$ cat src/scdt_pkg.sv
// Constants for the stack setup and reset queue drain timer register bank.
// Assumes a 40 MHz core clock and a 32-bit register bus.
package scdt_pkg;
  localparam int SCDT_ADDR_W = 8;
  localparam int SCDT_DATA_W = 32;
  localparam int SCDT_STACKS = 4;
  localparam int SCDT_CFG_W = 5;
  localparam int SCDT_CFG_STRAP_LO_W = 2;
  localparam int SCDT_DRAIN_W = 16;
  localparam logic [7:0] SCDT_OFF_STACK_ZERO = 8'h10;
  localparam logic [7:0] SCDT_OFF_STACK_ONE = 8'h14;
  localparam logic [7:0] SCDT_OFF_STACK_TWO = 8'h18;
  localparam logic [7:0] SCDT_OFF_STACK_THREE = 8'h1C;
  localparam logic [7:0] SCDT_OFF_DRAIN_TIME = 8'h80;
  localparam logic [7:0] SCDT_OFF_DRAIN_STATUS = 8'h90;
  localparam logic [7:0] SCDT_CFG_OFF [SCDT_STACKS] = '{
    SCDT_OFF_STACK_ZERO, SCDT_OFF_STACK_ONE, SCDT_OFF_STACK_TWO, SCDT_OFF_STACK_THREE};
  localparam logic [4:0] SCDT_CFG_RST = 5'h00;
  localparam logic [2:0] SCDT_CFG_HI_FIXED = 3'h0;
  localparam logic [15:0] SCDT_DRAIN_RST = 16'h00FA;
  localparam int SCDT_DRAIN_BUSY_BIT = 0;
  // Microsecond tick derived from the clock period, rounded up
  localparam int SCDT_US_NS = 1000;
  localparam int SCDT_CLK_NS = 25;
  localparam int SCDT_US_CYCLES = (SCDT_US_NS + SCDT_CLK_NS - 1) / SCDT_CLK_NS;
endpackage

$ cat src/scdt_drain_timer.sv
// Microsecond drain interval timer for reset events.
// Assumes the interval input is stable while the timer runs.
`timescale 1ns/1ps
`default_nettype none
module scdt_drain_timer #(
  parameter int unsigned US_CYCLES = scdt_pkg::SCDT_US_CYCLES
) (
  // Clock and reset
  input wire logic mclk_i,
  input wire logic rst_n_i,
  // Control
  input wire logic start_i,
  input wire logic [15:0] time_us_i,
  // Status
  output logic busy_o,
  output logic done_o
);
  typedef enum logic [0:0] {
    SCDT_IDLE = 1'b0,
    SCDT_RUN = 1'b1
  } scdt_state_e;

  scdt_state_e state_reg, state_next;
  logic [15:0] us_left_reg, us_left_next;
  logic [15:0] tick_reg, tick_next;
  logic [15:0] us_total_reg, us_total_next;
  logic done_reg, done_next;

  always_comb begin
    state_next = state_reg;
    us_left_next = us_left_reg;
    tick_next = tick_reg;
    us_total_next = us_total_reg;
    done_next = 1'b0;
    case (state_reg)
      SCDT_IDLE: begin
        if (start_i) begin
          us_total_next = time_us_i;
          if (time_us_i == 16'h0000) begin
            done_next = 1'b1;
          end else begin
            us_left_next = time_us_i;
            tick_next = 16'h0000;
            state_next = SCDT_RUN;
          end
        end
      end
      SCDT_RUN: begin
        if (tick_reg == 16'(US_CYCLES - 1)) begin
          tick_next = 16'h0000;
          if (us_left_reg == 16'h0001) begin
            done_next = 1'b1;
            state_next = SCDT_IDLE;
          end else begin
            us_left_next = us_left_reg - 16'h0001;
          end
        end else begin
          tick_next = tick_reg + 16'h0001;
        end
      end
      default: begin
        state_next = SCDT_IDLE;
      end
    endcase
  end

  always_ff @(posedge mclk_i or negedge rst_n_i) begin
    if (!rst_n_i) begin
      state_reg <= SCDT_IDLE;
      us_left_reg <= 16'h0000;
      tick_reg <= 16'h0000;
      us_total_reg <= 16'h0000;
      done_reg <= 1'b0;
    end else begin
      state_reg <= state_next;
      us_left_reg <= us_left_next;
      tick_reg <= tick_next;
      us_total_reg <= us_total_next;
      done_reg <= done_next;
    end
  end

  assign busy_o = (state_reg == SCDT_RUN);
  assign done_o = done_reg;

  // Cycles spent running, read only by the checks below
  logic [31:0] run_cycles_reg;
  always_ff @(posedge mclk_i or negedge rst_n_i) begin
    if (!rst_n_i) begin
      run_cycles_reg <= 32'h0000_0000;
    end else if (state_reg == SCDT_RUN) begin
      run_cycles_reg <= run_cycles_reg + 32'h0000_0001;
    end else begin
      run_cycles_reg <= 32'h0000_0000;
    end
  end
endmodule
`default_nettype wire

$ cat src/scdt_regs.sv
// Stack setup registers and reset queue drain timer, APB slave.
// Assumes rst_n_i is the fundamental reset and straps are steady at its release.
`timescale 1ns/1ps
`default_nettype none
module scdt_regs #(
  parameter int unsigned US_CYCLES = scdt_pkg::SCDT_US_CYCLES
) (
  // Clock and fundamental reset
  input wire logic mclk_i,
  input wire logic rst_n_i,
  // APB slave
  input wire logic psel_i,
  input wire logic penable_i,
  input wire logic pwrite_i,
  input wire logic [7:0] paddr_i,
  input wire logic [31:0] pwdata_i,
  output logic [31:0] prdata_o,
  output logic pready_o,
  output logic pslverr_o,
  // Strap pins
  input wire logic [1:0] stack_zero_strap_i,
  input wire logic [1:0] stack_one_strap_i,
  input wire logic [4:0] stack_two_strap_i,
  input wire logic [4:0] stack_three_strap_i,
  // Reset events that drain queued packets
  input wire logic port_reset_i,
  input wire logic up_sec_bus_reset_i,
  input wire logic down_sec_bus_reset_i,
  input wire logic part_hot_reset_i,
  input wire logic part_fund_reset_i,
  // Stack setup outputs
  output logic [4:0] stack_zero_setup_o,
  output logic [4:0] stack_one_setup_o,
  output logic [4:0] stack_two_setup_o,
  output logic [4:0] stack_three_setup_o,
  // Drain status
  output logic drain_busy_o,
  output logic drain_done_o
);
  logic [4:0] strap_val [scdt_pkg::SCDT_STACKS];
  logic [4:0] setup_reg [scdt_pkg::SCDT_STACKS];
  logic [4:0] setup_next [scdt_pkg::SCDT_STACKS];
  logic loaded_reg, loaded_next;
  logic [15:0] queue_drain_time_reg, queue_drain_time_next;
  logic [31:0] prdata_reg, prdata_next;
  logic pslverr_reg, pslverr_next;
  logic setup_phase, wr_access;
  logic [31:0] rd_val;
  logic rd_hit;
  logic drain_start;

  assign setup_phase = psel_i && !penable_i;
  assign wr_access = psel_i && penable_i && pwrite_i;

  // Stacks zero and one carry only two strap bits
  assign strap_val[0] = {scdt_pkg::SCDT_CFG_HI_FIXED, stack_zero_strap_i};
  assign strap_val[1] = {scdt_pkg::SCDT_CFG_HI_FIXED, stack_one_strap_i};
  assign strap_val[2] = stack_two_strap_i;
  assign strap_val[3] = stack_three_strap_i;

  // Strap capture happens once, at the first edge after fundamental reset
  always_comb begin
    loaded_next = 1'b1;
  end

  generate
    for (genvar g = 0; g < scdt_pkg::SCDT_STACKS; g++) begin : g_stack
      always_comb begin
        setup_next[g] = setup_reg[g];
        if (!loaded_reg) begin
          setup_next[g] = strap_val[g];
        end else if (wr_access && paddr_i == scdt_pkg::SCDT_CFG_OFF[g]) begin
          setup_next[g] = pwdata_i[4:0];
        end
      end

      always_ff @(posedge mclk_i or negedge rst_n_i) begin
        if (!rst_n_i) begin
          setup_reg[g] <= scdt_pkg::SCDT_CFG_RST;
        end else begin
          setup_reg[g] <= setup_next[g];
        end
      end
    end
  endgenerate

  always_comb begin
    queue_drain_time_next = queue_drain_time_reg;
    if (wr_access && paddr_i == scdt_pkg::SCDT_OFF_DRAIN_TIME) begin
      queue_drain_time_next = pwdata_i[15:0];
    end
  end

  // Read mux; reserved bits return zero
  always_comb begin
    rd_val = 32'h0000_0000;
    rd_hit = 1'b1;
    case (paddr_i)
      scdt_pkg::SCDT_OFF_STACK_ZERO: rd_val = {27'h0, setup_reg[0]};
      scdt_pkg::SCDT_OFF_STACK_ONE: rd_val = {27'h0, setup_reg[1]};
      scdt_pkg::SCDT_OFF_STACK_TWO: rd_val = {27'h0, setup_reg[2]};
      scdt_pkg::SCDT_OFF_STACK_THREE: rd_val = {27'h0, setup_reg[3]};
      scdt_pkg::SCDT_OFF_DRAIN_TIME: rd_val = {16'h0, queue_drain_time_reg};
      scdt_pkg::SCDT_OFF_DRAIN_STATUS: rd_val = {31'h0, drain_busy_o};
      default: rd_hit = 1'b0;
    endcase
  end

  always_comb begin
    prdata_next = prdata_reg;
    pslverr_next = pslverr_reg;
    if (setup_phase) begin
      prdata_next = pwrite_i ? 32'h0000_0000 : rd_val;
      pslverr_next = !rd_hit;
    end
  end

  always_ff @(posedge mclk_i or negedge rst_n_i) begin
    if (!rst_n_i) begin
      loaded_reg <= 1'b0;
      queue_drain_time_reg <= scdt_pkg::SCDT_DRAIN_RST;
      prdata_reg <= 32'h0000_0000;
      pslverr_reg <= 1'b0;
    end else begin
      loaded_reg <= loaded_next;
      queue_drain_time_reg <= queue_drain_time_next;
      prdata_reg <= prdata_next;
      pslverr_reg <= pslverr_next;
    end
  end

  assign pready_o = psel_i && penable_i;
  assign prdata_o = prdata_reg;
  assign pslverr_o = pslverr_reg && psel_i && penable_i;

  assign stack_zero_setup_o = setup_reg[0];
  assign stack_one_setup_o = setup_reg[1];
  assign stack_two_setup_o = setup_reg[2];
  assign stack_three_setup_o = setup_reg[3];

  // Any listed reset event opens a drain interval if the timer is idle; events while it is busy are ignored
  assign drain_start = port_reset_i || up_sec_bus_reset_i || down_sec_bus_reset_i ||
    part_hot_reset_i || part_fund_reset_i;

  scdt_drain_timer #(
    .US_CYCLES(US_CYCLES)
  ) u_drain (
    .mclk_i(mclk_i),
    .rst_n_i(rst_n_i),
    .start_i(drain_start),
    .time_us_i(queue_drain_time_reg),
    .busy_o(drain_busy_o),
    .done_o(drain_done_o)
  );
endmodule
`default_nettype wire

$ cat config.mk
export PLATFORM = sky130hd
export DESIGN_NAME = scdt_regs
export DESIGN_NICKNAME = d
export VERILOG_FILES = /design/src/scdt_pkg.sv /design/src/scdt_drain_timer.sv /design/src/scdt_regs.sv
export SDC_FILE = /design/constraint.sdc
export NUM_CORES = 1
export LEC_CHECK = 0
export BUFFER_PORTS_ARGS = -buffer_cell sky130_fd_sc_hd__buf_2
export CAP_MARGIN = 0
export CORE_ASPECT_RATIO = 1.25
export CORE_MARGIN = 10
export CORE_UTILIZATION = 50
export CTS_BUF_LIST = sky130_fd_sc_hd__clkbuf_8
export DETAILED_ROUTE_END_ITERATION = 10
export PLACE_DENSITY_LB_ADDON = 0.05
export SYNTH_ARGS = -nofsm -noshare
export SYNTH_HDL_FRONTEND = slang
export SYNTH_HIERARCHICAL = 1
export SYNTH_SLANG_ARGS = --single-unit
$ cat constraint.sdc
create_clock -name mclk_i -period 2 [get_ports mclk_i]
set_input_delay 0.4 -clock mclk_i [delete_from_list [all_inputs] [get_ports mclk_i]]
set_output_delay 0.4 -clock mclk_i [all_outputs]
set_load 0.1 [all_outputs]
## After elaboration in Yosys (flattened, before gate mapping)

Cells that the tools add are included.

| word-level totals | value |
|---|---|
| flip-flop bits (word level) | 104 |
| input port bits | 64 |
| word-level logic and storage cells | 81 |

| cells by class | value |
|---|---|
| add/subtract/negate cells | 2 |
| eq/ne operators | 16 |
| mux-type cells | 30 |
| bitwise logic cells | 1 |
| reduce and logical (&&, ||, !) cells | 20 |

Operators with widths:

| cell | count |
|---|---|
| $mux W16 | 7 |
| $pmux W16 S6 | 1 |
| $pmux W16 S2 | 2 |
| $mux W5 | 8 |
| $eq A8 B5 Y1 const B | 4 |
| $mux W32 | 1 |
| $add A16 B1 Y16 const B | 1 |
| $eq A16 B1 Y1 const B | 1 |
| $eq A16 B6 Y1 const B | 1 |
| $eq A8 B8 Y1 const B | 2 |
| $logic_not A16 Y1 | 1 |
| $sub A16 B1 Y16 const B | 1 |
| $logic_and A1 B1 Y1 | 10 |
| $mux W1 | 9 |
| $ne A2 B1 Y1 const B | 4 |
| $ne A2 B2 Y1 const B | 4 |
| $reduce_or A6 Y1 | 1 |
| $logic_or A1 B1 Y1 | 4 |
| $pmux W1 S2 | 2 |
| $reduce_and A4 Y1 | 1 |
| $logic_not A1 Y1 | 2 |
| $reduce_and A2 Y1 | 1 |
| $not A1 Y1 | 1 |

## Logic depth before layout (Yosys ltp)

Gate-level depths: netlist of the first run.

| depth | value |
|---|---|
| depth in word-level cells | 6 |
| gate-level depth with buffers | 7 |
| depth with buffers taken out | 7 |

## Modules after synthesis

The synthesis of the first run kept the hierarchy.

By module, submodules not included:

| module | instances | cells an instance | area an instance (sq um) | sequential area each (sq um) |
|---|---|---|---|---|
| scdt_regs | 1 | 221 | 2,601.2 | 1,358.8 |
| scdt_drain_timer | 1 | 253 | 2,205.9 | 850.8 |

## Least setup slack after synthesis of the first run

No wires, ideal clock.

| timing path | value |
|---|---|
| path kind | register -> register |
| start | register u_drain.state_reg, in the netlist u_drain/busy_o |
| end | register u_drain.us_left_reg[14] |
| library setup time | 0.121 ns |
| arrival time | 2.442 ns |
| required time | 1.879 ns |
| path slack | -0.563 ns |
| cell stages (with the launch flop) | 7 |
| buffers on the path | 1 |
| clock period less this slack | 2.563 ns |
| path through | dfrtp_1 > clkinv_1 > a41o_2 > o21ai_2 > buf_1 > nor3_1 > o22a_1 |

| between the ends | value |
|---|---|
| word-level cells in the longest chain between the ends | 3 |
| elaborated cells between the ends (all ways) | 7 |

Ends and longest elaborated chain:

| what | line | RTL |
|---|---|---|
| start: declaration | scdt_drain_timer.sv:23 | `scdt_state_e state_reg, state_next;` |
| start signal: assignment | scdt_drain_timer.sv:75 | `state_reg <= state_next;` |
| $not A1 Y1 | n/a |  |
| $ne A2 B2 Y1 (no line) | n/a |  |
| $reduce_and A4 Y1 (no line) | n/a |  |
| end signal: assignment | scdt_drain_timer.sv:76 | `us_left_reg <= us_left_next;` |
| end: declaration | scdt_drain_timer.sv:24 | `logic [15:0] us_left_reg, us_left_next;` |

Several ways; a longest one is shown, not always the timed one.
A chain may end at the register's enable or synchronous reset.

## Final worst setup path of the first run

| timing path | value |
|---|---|
| start | register queue_drain_time_reg[5] |
| end | register u_drain.us_left_reg[9] |

| between the ends | value |
|---|---|
| word-level cells in the longest chain between the ends | 3 |

Ends and longest elaborated chain:

| what | line | RTL |
|---|---|---|
| start: declaration | scdt_regs.sv:44 | `logic [15:0] queue_drain_time_reg, queue_drain_time_next;` |
| start signal: assignment | scdt_regs.sv:121 | `queue_drain_time_reg <= scdt_pkg::SCDT_DRAIN_RST;` |
| start signal: assignment | scdt_regs.sv:126 | `queue_drain_time_reg <= queue_drain_time_next;` |
| $logic_not A16 Y1 | scdt_drain_timer.sv:39 | `if (time_us_i == 16'h0000) begin` |
| $ne A2 B2 Y1 (no line) | n/a |  |
| $reduce_and A4 Y1 (no line) | n/a |  |

Every way passes these cells.

==> out/summary.json, run 1 <==
{
  "worst_hold_path": {
    "hold_path.startpoint": "pwdata_i[6]",
    "hold_path_end": "queue_drain_time_reg[6]$_DFFE_PN1P_",
    "hold_class": "primary input to flip-flop",
    "hold_depth": 2
  },
  "timing": {
    "max_clock_freq_ghz": 0.513,
    "final-hold-violation-count": 0,
    "final_max_tran_viols": 0,
    "final-setup-viol-count": 0,
    "period_minus_slack_ns": 1.95,
    "period_share_pct": 97.5,
    "fin_hold_ws_ns": 0.231,
    "setup_ws_ns": 0.0510,
    "grt_setup_unrepaired": "true",
    "fin_setup_tns_ns": 0,
    "finalClockSkew_ns": 0.00837
  },
  "finish": {
    "antenna-diode-count": 0,
    "layout-drive-gt1-share_pct": 35.4,
    "layout.cells.most_common_list": "86 x sky130_fd_sc_hd__buf_2, 81 x sky130_fd_sc_hd__dfrtp_1, 62 x sky130_fd_sc_hd__buf_4",
    "final_common_cell": "sky130_fd_sc_hd__buf_2",
    "finalNonFillerCells": 738,
    "nets": 677,
    "area_delta_synth_final_pct": 27.1,
    "fin_util_pct": 65.9
  },
  "global_routing": {
    "busiest_layer": "met2",
    "global_route_wire_length_before_repair_um": 20700,
    "met3_usage_pct": 4.02,
    "globalRouteOverflowTotal": 0,
    "met2_usage_pct": 31.6,
    "maximum_number_of_pins_on_one_net_before_global_route_repair": 35,
    "first_global_vias": 4203,
    "gr_met1_demand_resource_pct": 21.5,
    "grt_util_all_layers_pct": 18.3,
    "antenna_violations_before_repair": 0
  },
  "critical_path": {
    "r2r_cells": 8,
    "crit_chain": "nor4_4, buf_4, nand2_2, o32ai_4, buf_6, clkbuf_16, a211oi_1, o22a_1",
    "setup.reg_to_reg.worst_slack_ns": 0.05,
    "crit_family": "compound AO/OA/AOI/OAI gates",
    "end_kind": "flip-flop",
    "timing.critical_path.required_ns": 2.27,
    "critical_path.n_buffers_inverters": 3,
    "worstSetupStartpointType": "flip-flop",
    "crit-reg2reg-capture": "u_drain/us_left_reg[9]$_DFFE_PN0P_",
    "critical_path_start_end_classification": "flip-flop to flip-flop",
    "critical-path-slowest-cell": "sky130_fd_sc_hd__dfstp_2",
    "cp_slowest_stage_delay_ns": 0.41,
    "rr_startpoint": "queue_drain_time_reg[5]$_DFFE_PN1P_",
    "critPathMaxFanout": 12,
    "worst-endpoint-arrival_ns": 2.22
  },
  "yosys": {
    "syn-mean-instance-area_um2": 10.1,
    "synth_edf_count": 0,
    "netlist-cell-type-count": 64,
    "main_combinational_cell_family_by_area_after_synthesis": "simple AND/OR/NAND/NOR gates",
    "synth_fa_ha_area_share_pct": 0.781,
    "synthCells": 474,
    "synth_compound_gate_area_share_pct": 17.6,
    "async_flop_share_pct": 100,
    "ys_dominant_reg_cell": "sky130_fd_sc_hd__dfrtp_1",
    "warnings_from_yosys": 6,
    "area_share_of_xor_xnor_cells_in_the_synthesized_design_pct": 0,
    "synth_area_um2": 4810,
    "synthSimpleGateAreaFrac_pct": 19.3,
    "yosysSeqAreaShare_pct": 46.0,
    "synth.mux.area_fraction_pct": 10.0,
    "synth-seq-cells": 88
  },
  "power_and_ir_drop": {
    "p_sw_mw": 1.97,
    "switching_share_pct": 37.5,
    "p_int_mw": 3.28,
    "power_frac_clock_pct": 24.1,
    "power.combinational.fraction_pct": 34.3,
    "power.density_nw_per_um2": 860,
    "power.ir.vdd_worst_uv": 534,
    "lkg_pwr_nw": 2.84,
    "sequential_power_share_pct": 41.6
  },
  "place": {
    "place_hpwl_um": 9500,
    "port_buffers": 87,
    "numPlacedInstances": 715,
    "gp_congestion": 0.815,
    "dp_worst_setup_slack_ns": -0.0152
  },
  "clocking": {
    "number_of_buffers_inserted_during_clock_tree_synthesis": 9,
    "clock_latency_ns": 0.38,
    "clk_root_buffer_cell": "sky130_fd_sc_hd__clkbuf_8",
    "cts.sink_count": 88,
    "cts_max_level": 3,
    "cts.clk_slew.worst_paths_ns": 0.09,
    "clockBufferDepth": 2,
    "cts_tree": "built"
  },
  "floorplan": {
    "rows": 39,
    "floorplan.die_area_um2": 14000,
    "fp.dieW_um": 108,
    "io-pin-count": 120,
    "starting_density_pct": 51.8,
    "placeableCoreArea_um2": 9270,
    "die_h_um": 130
  },
  "detailed_routing": {
    "ant_nets": 0,
    "route.detailed.vias_per_inst": 5.59,
    "detail_route.drc_violations": 0,
    "vias": 4125,
    "postRouteWirelength_um": 12900,
    "wire_per_inst_um": 17.5,
    "detail_route.first_pass.iterations": 6,
    "detailedRoute.firstIterationViolations": 202
  },
  "status": {
    "outcome": "finished clean"
  },
  "job": {
    "max_cap_viol_count": 0
  }
}
[cell families (layout without fill, tap and decap cells)]
| group | count (synthesis) | in the layout |
|---|---|---|
| AND/OR/NAND/NOR | 166 | 166 |
| AO/OA/AOI/OAI | 119 | 119 |
| flip-flops | 88 | 88 |
| buffers and inverters | 54 | 180 |
| multiplexers | 42 | 42 |
| adder cells (fa/ha/maj) | 3 | 3 |
| other | 2 | 17 |
[Yosys cell counts, types with 4 or more instances]
master                      number  area (um^2)
sky130_fd_sc_hd__dfrtp_1        82         2050
sky130_fd_sc_hd__nor2_1         38          143
sky130_fd_sc_hd__nand2_1        32          120
sky130_fd_sc_hd__o21ai_0        21          105
sky130_fd_sc_hd__mux2i_1        20          200
sky130_fd_sc_hd__a21oi_1        18         90.1
sky130_fd_sc_hd__buf_4          16          120
sky130_fd_sc_hd__nand3_1        16         80.1
sky130_fd_sc_hd__a22o_1         14          123
sky130_fd_sc_hd__nor2b_1        13         81.3
sky130_fd_sc_hd__clkbuf_1       12         45.0
sky130_fd_sc_hd__nor3_1         12         60.1
sky130_fd_sc_hd__buf_2          11         55.1
sky130_fd_sc_hd__nor4_1         11         68.8
sky130_fd_sc_hd__mux2_1         10          113
sky130_fd_sc_hd__mux2_2          9          101
sky130_fd_sc_hd__o31ai_1         9         67.6
sky130_fd_sc_hd__a31oi_1         8         50.1
sky130_fd_sc_hd__nand4_1         8         50.1
sky130_fd_sc_hd__and3_1          6         37.5
sky130_fd_sc_hd__dfstp_2         6          158
sky130_fd_sc_hd__inv_1           6         22.5
sky130_fd_sc_hd__o22ai_1         6         37.5
sky130_fd_sc_hd__o41ai_1         6         52.6
sky130_fd_sc_hd__a211o_1         5         43.8
sky130_fd_sc_hd__a211oi_1        5         37.5
sky130_fd_sc_hd__a2bb2oi_1       5         43.8
sky130_fd_sc_hd__buf_1           5         18.8
sky130_fd_sc_hd__o22a_1          5         43.8
sky130_fd_sc_hd__a22oi_1         4         30.0
sky130_fd_sc_hd__and2_1          4         25.0
sky130_fd_sc_hd__nand2b_1        4         25.0
[per-stage QoR]
stage | instance area (um^2) | power (mW)
3_3_place_gp | 5710 | 3.83
4_1_cts | 5930 | 5.14
3_5_place_dp | 5710 | 3.87
2_1_floorplan | 4870 | 3.28
6_report | 6110 | 5.25
5_1_grt | 6110 | 5.53
[layer usage]
metal  vias to the layer above  part of all wire (%)
met2                       112                    52
met1                      1989                    41
li1                       2009                     -
met3                        15                   4.8
met5                         -                     0
met4                         0                   1.7
[power by group through the flow]
stage / Sequential (mW) / Combinational (mW) / Clock [mW]
final: 2.19 / 1.80 / 1.26
after global routing: 2.22 / 1.96 / 1.35
after global placement: 2.20 / 1.63 / 0
after detailed placement: 2.21 / 1.66 / 0
after CTS: 2.18 / 1.68 / 1.28
after floorplan: 2.44 / 0.842 / 0
[worst max-delay path by stage]
stage,startpoint,endpoint,slack (ns),depth (start not counted)
after detailed placement,queue_drain_time_reg[5]$_DFFE_PN1P_,u_drain/us_left_reg[8]$_DFFE_PN0P_,-0.02,7
after global routing,queue_drain_time_reg[5]$_DFFE_PN1P_,u_drain/tick_reg[6]$_DFFE_PN0P_,-0.04,8
after global placement,queue_drain_time_reg[5]$_DFFE_PN1P_,u_drain/us_left_reg[8]$_DFFE_PN0P_,-0.004,7
final,queue_drain_time_reg[5]$_DFFE_PN1P_,u_drain/us_left_reg[9]$_DFFE_PN0P_,0.05,8
after CTS,u_drain/us_left_reg[11]$_DFFE_PN0P_,u_drain/us_left_reg[15]$_DFFE_PN0P_,0.01,7
after floorplan,u_drain/busy_o$_DFF_PN0_,u_drain/us_left_reg[2]$_DFFE_PN0P_,0.01,7
[what timing repair did]
item	CTS	global route
endpoints found under the hold margin	26	0
gates resized for setup	2	19
pin swaps	0	4
gates cloned	0	2
setup endpoints to repair	12	25
hold buffers	1	0
setup buffers	0	4
[layout make-up]
cell class	count	area, um^2
sequential	88	2210
multi-input combinational	347	2470
timing repair buffer	157	1050
tap	123	154
clock inverter	7	71.3
clock buffer	9	124
fill	774	3160
inverter	7	26.3
(Power assumes the default switching activity.)
==> inputs of run 2 (changes only) <==
SETUP_SLACK_MARGIN = 0.3   (was unset)
==> run 2 against run 1 <==
  * Critical path depth is 2 lower
  * Clock skew rose by 0.0024 ns
  * Global-route usage up 0.20 points
  * Via count is 4.7% higher
  * Count of clock-buffer cells in the layout is the same
  * Clock power hardly changed
  * Register-to-register slack better by 0.098 ns
  * Critical endpoint is now u_drain/us_left_reg[7]$_DFFE_PN0P_
==> out/summary.json, run 2 (same netlist as run 1, synthesis figures left out) <==
{
  "status": {
    "outcome": "finished clean"
  },
  "place": {
    "place_hpwl": {"value": 9460, "unit": "um", "change": "-0.42%"},
    "dp_worst_setup_slack": {"value": 0.0164, "unit": "ns", "change": "+0.0316 ns"},
    "post_dp_cell_area": {"value": 5740, "unit": "um^2", "change": "+0.39%"},
    "port_buffers": {"value": 87, "change": "unchanged"},
    "gp_congestion": {"value": 0.873, "change": "+7.1%"},
    "numPlacedInstances": {"value": 702, "change": "-1.8%"}
  },
  "critical_path": {
    "setup.reg_to_reg.worst_slack": {"value": 0.15, "unit": "ns", "change": "+0.10 ns"},
    "crit_chain": "nor4_2, nand2_2, o32ai_4, buf_6, nor4_2, a211o_1",
    "critical-path-slowest-cell": "sky130_fd_sc_hd__dfrtp_1",
    "crit_family": "compound AO/OA/AOI/OAI gates",
    "critPathMaxFanout": {"value": 8, "change": "-4"},
    "timing.critical_path.required": {"value": 2.25, "unit": "ns", "change": "-0.02 ns"},
    "critPathMostFrequentCell": "sky130_fd_sc_hd__nor4_2",
    "critical_path_start_end_classification": "flip-flop to flip-flop",
    "worstSetupStartpointType": "flip-flop",
    "cp_slowest_stage_delay": {"value": 0.41, "unit": "ns", "change": "about the same"},
    "critical_path.n_buffers_inverters": {"value": 1, "change": "-2"},
    "end_kind": "flip-flop",
    "worst-endpoint-arrival": {"value": 2.11, "unit": "ns", "change": "-0.11 ns"}
  },
  "power_and_ir_drop": {
    "power_frac_clock": {"value": 23.6, "unit": "%", "change": "-0.5 points"},
    "p_sw": {"value": 2.09, "unit": "mW", "change": "+5.9%"},
    "switching_share": {"value": 38.6, "unit": "%", "change": "+1.1 points"},
    "power.combinational.fraction": {"value": 34.5, "unit": "%", "change": "+0.2 points"},
    "power.density": {"value": 838, "unit": "nW/um^2", "change": "-2.5%"},
    "power.ir.vdd_worst": {"value": 542, "unit": "uV", "change": "+1.6%"},
    "p_int": {"value": 3.32, "unit": "mW", "change": "+1.2%"},
    "lkg_pwr": {"value": 2.95, "unit": "nW", "change": "+3.9%"},
    "sequential_power_share": {"value": 41.9, "unit": "%", "change": "+0.3 points"}
  },
  "detailed_routing": {
    "detail_route.first_pass.iterations": {"value": 5, "change": "-1"},
    "wire_per_inst": {"value": 18.0, "unit": "um", "change": "+3.0%"},
    "detail_route.drc_violations": {"value": 0, "change": "unchanged"},
    "detailedRoute.firstIterationViolations": {"value": 235, "change": "+16%"},
    "route.detailed.vias_per_inst": {"value": 5.77, "change": "+3.3%"},
    "vias": {"value": 4317, "change": "+4.7%"},
    "postRouteWirelength": {"value": 13500, "unit": "um", "change": "+4.4%"},
    "ant_nets": {"value": 0, "change": "unchanged"}
  },
  "finish": {
    "area_delta_synth_final_pct": 34.3,
    "design_area_final": {"value": 6460, "unit": "um^2", "change": "+5.7%"},
    "layout-drive-gt1-share": {"value": 45.1, "unit": "%", "change": "+9.7 points"},
    "final_common_cell": "sky130_fd_sc_hd__buf_2",
    "layout.cells.most_common_list": "84 x sky130_fd_sc_hd__buf_2, 70 x sky130_fd_sc_hd__buf_4, 68 x sky130_fd_sc_hd__dfrtp_1",
    "antenna-diode-count": {"value": 0, "change": "unchanged"},
    "finalNonFillerCells": {"value": 748, "change": "+1.4%"},
    "num-fill-cells": {"value": 712, "change": "-8.0%"},
    "nets": {"value": 687, "change": "+1.5%"}
  },
  "timing": {
    "grt_setup_unrepaired": "true",
    "final-hold-violation-count": {"value": 0, "change": "unchanged"},
    "max_clock_freq": {"value": 0.540, "unit": "GHz", "change": "+5.3%"},
    "period_share": {"value": 92.6, "unit": "%", "change": "-4.9 points"},
    "final-setup-viol-count": {"value": 0, "change": "unchanged"},
    "period_minus_slack": {"value": 1.85, "unit": "ns", "change": "-0.0978 ns"},
    "fin_setup_tns": {"value": 0, "unit": "ns", "change": "unchanged"},
    "final_max_tran_viols": {"value": 0, "change": "unchanged"},
    "finalClockSkew": {"value": 0.0108, "unit": "ns", "change": "+0.00244 ns"},
    "setup_ws": {"value": 0.149, "unit": "ns", "change": "+0.0978 ns"}
  },
  "clocking": {
    "cts.clk_slew.worst_paths": {"value": 0.10, "unit": "ns", "change": "about the same"},
    "clockBufferDepth": {"value": 2, "change": "unchanged"},
    "number_of_buffers_inserted_during_clock_tree_synthesis": {"value": 9, "change": "unchanged"},
    "clock_latency": {"value": 0.37, "unit": "ns", "change": "about the same"},
    "cts.sink_count": {"value": 88, "change": "unchanged"},
    "clk_root_buffer_cell": "sky130_fd_sc_hd__clkbuf_8",
    "cts_max_level": {"value": 3, "change": "unchanged"},
    "cts_tree": "built"
  },
  "job": {
    "max_cap_viol_count": {"value": 0, "change": "unchanged"}
  },
  "floorplan": {
    "fp.dieW": {"value": 108, "unit": "um", "change": "unchanged"},
    "rows": {"value": 39, "change": "unchanged"},
    "die_h": {"value": 130, "unit": "um", "change": "unchanged"},
    "placeableCoreArea": {"value": 9270, "unit": "um^2", "change": "unchanged"},
    "floorplan.die_area": {"value": 14000, "unit": "um^2", "change": "unchanged"},
    "io-pin-count": {"value": 120, "change": "unchanged"},
    "starting_density": {"value": 51.8, "unit": "%", "change": "unchanged"}
  },
  "global_routing": {
    "maximum_number_of_pins_on_one_net_before_global_route_repair": {"value": 44, "change": "+26%"},
    "global_route_wire_length_before_repair": {"value": 21000, "unit": "um", "change": "+1.3%"},
    "antenna_violations_before_repair": {"value": 0, "change": "unchanged"},
    "first_global_vias": {"value": 4320, "change": "+2.8%"},
    "grt_util_all_layers": {"value": 18.5, "unit": "%", "change": "+0.20 points"},
    "globalRouteOverflowTotal": {"value": 0, "change": "unchanged"}
  },
  "worst_hold_path": {
    "hold_class": "primary input to flip-flop"
  }
}
run 2: layer usage:
| metal | global-route usage (%) | wire length, um |
|---|---|---|
| met5 | 0 | 0 |
| met2 | 32.3 | 7070 |
| met3 | 3.37 | 637 |
| met4 | 8.90 | 394 |
| met1 | 21.4 | 5350 |
run 2: final timing paths:
| check | from | endpoint | cells after the start |
|---|---|---|---|
| worst max-delay path | queue_drain_time_reg[8]$_DFFE_PN0P_ | u_drain/us_left_reg[7]$_DFFE_PN0P_ | 6 |
| worst min-delay path | pwdata_i[13] | queue_drain_time_reg[13]$_DFFE_PN0P_ | 2 |
| worst max register to register | queue_drain_time_reg[8]$_DFFE_PN0P_ | u_drain/us_left_reg[7]$_DFFE_PN0P_ | 6 |
| worst min register to register | pslverr_reg$_DFFE_PN0P_ | pslverr_reg$_DFFE_PN0P_ | 2 |
| max in group asynchronous | rst_n_i | queue_drain_time_reg[4]$_DFFE_PN1P_ | 3 |
| min in group asynchronous | rst_n_i | u_drain/tick_reg[11]$_DFFE_PN0P_ | 2 |
run 2: repair_timing:
action                                  CTS  global route
pin swaps                                15            17
hold buffers                              1             0
gates resized for setup                  25            40
endpoints found under the setup margin   34            33
setup buffers                             9            17
gates cloned                              2             1
endpoints found under the hold margin    26             0
run 2: cell type report:
type	instances	area [um^2]	share of cell area, %
well taps	123	154	2.38
repair buffers	166	1120	17.3
flip-flops and latches	88	2230	34.5
inverters	7	27.5	0.426
clock inverters	7	80.1	1.24
clock buffers	9	124	1.92
multi-input cells	348	2720	42.2
run 2: power by group through the flow:
| stage | clock (mW) | sequential, mW | combinational (mW) |
|---|---|---|---|
| floorplan | 0 | 2.45 | 0.876 |
| global placement | 0 | 2.25 | 1.51 |
| detailed placement | 0 | 2.25 | 1.54 |
| CTS | 1.31 | 2.23 | 1.69 |
| global route | 1.37 | 2.29 | 2.02 |
| finish | 1.28 | 2.27 | 1.87 |
run 2: per-stage QoR:
step	total power, mW	hold WS [ns]	utilization (%)
6_report	5.41	0.257	69.6
5_1_grt	5.68	0.244	69.6
4_1_cts	5.22	0.243	66.4
3_5_place_dp	3.79	0.346	61.9
3_3_place_gp	3.75	0.347	61.9
2_1_floorplan	3.32	0.104	-
==> inputs of run 3 (changes only) <==
GPL_TIMING_DRIVEN = 0   (was unset)
==> run 3 against run 2 <==
  * Fmax decreased by 5.8%
  * Cell count shrank 0.80%
  * Clock skew shrank 0.0048 ns
  * Critical path depth is the same
  * Total power decreased by 1.9%
  * Largest power group unchanged
  * Register-to-register slack got worse by 0.11 ns
  * Non-clock buffer count fell by 5
  * Clock power is 5% lower
  * Via count decreased by 1.8%
  * Setup slack got worse by 0.11 ns
==> out/summary.json, run 3 (same netlist as run 1, synthesis figures left out) <==
{
  "clocking": {
    "clockBufferDepth": {"value": 2, "change": "unchanged"},
    "clk_root_buffer_cell": "sky130_fd_sc_hd__clkbuf_8",
    "cts.sink_count": {"value": 88, "change": "unchanged"},
    "cts_tree": "built",
    "cts_max_level": {"value": 3, "change": "unchanged"},
    "cts.clk_slew.worst_paths": {"value": 0.08, "unit": "ns", "change": "-0.02 ns"},
    "number_of_buffers_inserted_during_clock_tree_synthesis": {"value": 9, "change": "unchanged"},
    "clock_latency": {"value": 0.37, "unit": "ns", "change": "about the same"}
  },
  "critical_path": {
    "crit_family": "compound AO/OA/AOI/OAI gates",
    "worstSetupStartpointType": "flip-flop",
    "critical_path_start_end_classification": "flip-flop to flip-flop",
    "crit_chain": "nor4b_4, a41o_4, o21ai_4, or2_4, buf_8, a211o_1",
    "end_kind": "flip-flop",
    "critical_path.n_buffers_inverters": {"value": 1, "change": "unchanged"},
    "timing.critical_path.required": {"value": 2.26, "unit": "ns", "change": "about the same"},
    "critPathMaxFanout": {"value": 7, "change": "-1"},
    "critical-path-slowest-cell": "sky130_fd_sc_hd__dfrtp_1",
    "worst-endpoint-arrival": {"value": 2.22, "unit": "ns", "change": "+0.11 ns"},
    "cp_slowest_stage_delay": {"value": 0.49, "unit": "ns", "change": "+0.08 ns"}
  },
  "timing": {
    "final_max_tran_viols": {"value": 0, "change": "unchanged"},
    "final-hold-violation-count": {"value": 0, "change": "unchanged"},
    "relSlewSlack_pct": 60.2,
    "max_clock_freq": {"value": 0.509, "unit": "GHz", "change": "-5.8%"},
    "finalClockSkew": {"value": 0.00596, "unit": "ns", "change": "-0.00485 ns"},
    "timing_worst_slew_pin_value_ns": 0.597,
    "final-setup-viol-count": {"value": 0, "change": "unchanged"},
    "grt_setup_unrepaired": "true",
    "period_share": {"value": 98.2, "unit": "%", "change": "+5.7 points"},
    "period_minus_slack": {"value": 1.96, "unit": "ns", "change": "+0.114 ns"}
  },
  "global_routing": {
    "maximum_number_of_pins_on_one_net_before_global_route_repair": {"value": 46, "change": "+4.5%"},
    "globalRouteOverflowTotal": {"value": 0, "change": "unchanged"},
    "grt_util_all_layers": {"value": 19.4, "unit": "%", "change": "+0.89 points"},
    "antenna_violations_before_repair": {"value": 0, "change": "unchanged"},
    "first_global_vias": {"value": 4445, "change": "+2.9%"},
    "global_route_wire_length_before_repair": {"value": 21700, "unit": "um", "change": "+3.5%"}
  },
  "detailed_routing": {
    "ant_nets": {"value": 0, "change": "unchanged"},
    "postRouteWirelength": {"value": 13600, "unit": "um", "change": "+1.3%"},
    "detailedRoute.firstIterationViolations": {"value": 215, "change": "-8.5%"},
    "detail_route.drc_violations": {"value": 0, "change": "unchanged"},
    "vias": {"value": 4239, "change": "-1.8%"},
    "wire_per_inst": {"value": 18.4, "unit": "um", "change": "+2.1%"},
    "route.detailed.vias_per_inst": {"value": 5.71, "change": "-1.0%"},
    "detail_route.first_pass.iterations": {"value": 5, "change": "unchanged"}
  },
  "power_and_ir_drop": {
    "sequential_power_share": {"value": 43.8, "unit": "%", "change": "+1.9 points"},
    "power.combinational.fraction": {"value": 33.4, "unit": "%", "change": "-1.1 points"},
    "switching_share": {"value": 38.6, "unit": "%", "change": "+0.074 points"},
    "p_sw": {"value": 2.05, "unit": "mW", "change": "-1.7%"},
    "power.ir.vdd_worst": {"value": 440, "unit": "uV", "change": "-19%"},
    "lkg_pwr": {"value": 2.90, "unit": "nW", "change": "-1.6%"},
    "power.density": {"value": 834, "unit": "nW/um^2", "change": "-0.44%"},
    "p_int": {"value": 3.26, "unit": "mW", "change": "-2.0%"},
    "power_frac_clock": {"value": 22.8, "unit": "%", "change": "-0.8 points"}
  },
  "floorplan": {
    "starting_density": {"value": 51.8, "unit": "%", "change": "unchanged"},
    "floorplan.die_area": {"value": 14000, "unit": "um^2", "change": "unchanged"},
    "die_h": {"value": 130, "unit": "um", "change": "unchanged"},
    "rows": {"value": 39, "change": "unchanged"},
    "io-pin-count": {"value": 120, "change": "unchanged"},
    "fp.dieW": {"value": 108, "unit": "um", "change": "unchanged"},
    "placeableCoreArea": {"value": 9270, "unit": "um^2", "change": "unchanged"}
  },
  "finish": {
    "finalNonFillerCells": {"value": 742, "change": "-0.80%"},
    "fin_util": {"value": 68.6, "unit": "%", "change": "-1.0 points"},
    "area_delta_synth_final_pct": 32.4,
    "final_common_cell": "sky130_fd_sc_hd__buf_2",
    "layout-drive-gt1-share": {"value": 42.0, "unit": "%", "change": "-3.1 points"},
    "layout.cells.most_common_list": "92 x sky130_fd_sc_hd__buf_2, 66 x sky130_fd_sc_hd__dfrtp_1, 40 x sky130_fd_sc_hd__buf_4",
    "nets": {"value": 681, "change": "-0.87%"},
    "antenna-diode-count": {"value": 0, "change": "unchanged"}
  },
  "place": {
    "place_hpwl": {"value": 9770, "unit": "um", "change": "+3.3%"},
    "gp_congestion": {"value": 0.871, "change": "-0.19%"},
    "port_buffers": {"value": 85, "change": "-2.3%"},
    "numPlacedInstances": {"value": 698, "change": "-0.57%"}
  },
  "job": {
    "max_cap_viol_count": {"value": 0, "change": "unchanged"}
  },
  "status": {
    "outcome": "finished clean"
  },
  "worst_hold_path": {
    "hold_class": "primary input to asynchronous set/reset pin"
  }
}
## run 3: stage by stage
| stage | TNS (ns) | cell area [um^2] | hold WS [ns] | total power, mW | setup WS [ns] |
|---|---|---|---|---|---|
| 5_1_grt | -0.103 | 6360 | 0.0662 | 5.56 | -0.0330 |
| 6_report | 0 | 6360 | 0.0257 | 5.31 | 0.0352 |
| 3_3_place_gp | -26.96 | 5570 | 0.470 | 3.66 | -0.569 |
| 2_1_floorplan | 0 | 4990 | 0.104 | 3.32 | 0.154 |
| 4_1_cts | 0 | 6160 | 0.0457 | 5.09 | 0.0587 |
| 3_5_place_dp | -2.06 | 5600 | 0.441 | 3.70 | -0.156 |
## run 3: cell type report
class                      instances  area, um^2
buffer                            47         328
clock buffer                       9         124
clock inverter                     7        65.1
fill                             765        2910
inverter                           7        27.5
multi-input combinational        347        2690
sequential                        88        2230
tap                              123         154
timing repair buffer             114         742
## run 3: timing repair
item                                    4_1_cts  5_1_grt
endpoints found under the setup margin       45       34
hold buffers                                  0        0
pin swaps                                     7        7
setup buffers                                19        5
cloned                                        3        1
resized for setup                            38       33
## run 3: worst paths after layout
kind	from	to	slack [ns]	cells past startpoint
hold / removal	rst_n_i	u_drain/tick_reg[10]$_DFFE_PN0P_	0.03	1
setup reg to reg	u_drain/tick_reg[7]$_DFFE_PN0P_	u_drain/us_left_reg[7]$_DFFE_PN0P_	0.04	6
min in group mclk_i	pwdata_i[11]	queue_drain_time_reg[11]$_DFFE_PN0P_	0.26	2
max in group asynchronous	rst_n_i	queue_drain_time_reg[1]$_DFFE_PN1P_	1.29	2
hold reg to reg	prdata_o[3]$_DFFE_PN0P_	prdata_o[3]$_DFFE_PN0P_	0.49	2
setup / recovery	u_drain/tick_reg[7]$_DFFE_PN0P_	u_drain/us_left_reg[7]$_DFFE_PN0P_	0.04	6
## run 3: worst reg2reg max path: cells and delay by family, from the launching register on
kind	cells	cell delay, ns
AND/OR/NAND/NOR	2	0.61
buffers and inverters	1	0.14
AO/OA/AOI/OAI	3	0.62
flip-flops	1	0.49
## run 3: power groups by stage
stage | Clock (mW) | Combinational, mW | Sequential, mW
4_1_cts | 1.23 | 1.59 | 2.27
3_3_place_gp | 0 | 1.38 | 2.28
2_1_floorplan | 0 | 0.876 | 2.45
5_1_grt | 1.30 | 1.91 | 2.35
3_5_place_dp | 0 | 1.41 | 2.29
6_report | 1.21 | 1.77 | 2.33
## run 3: routing by layer
| layer | track usage (%) | wire (um) |
|---|---|---|
| met1 | 22.6 | 5600 |
| met2 | 33.6 | 7030 |
| met3 | 4.32 | 729 |
| met4 | 8.11 | 269 |
| met5 | 0 | 0 |
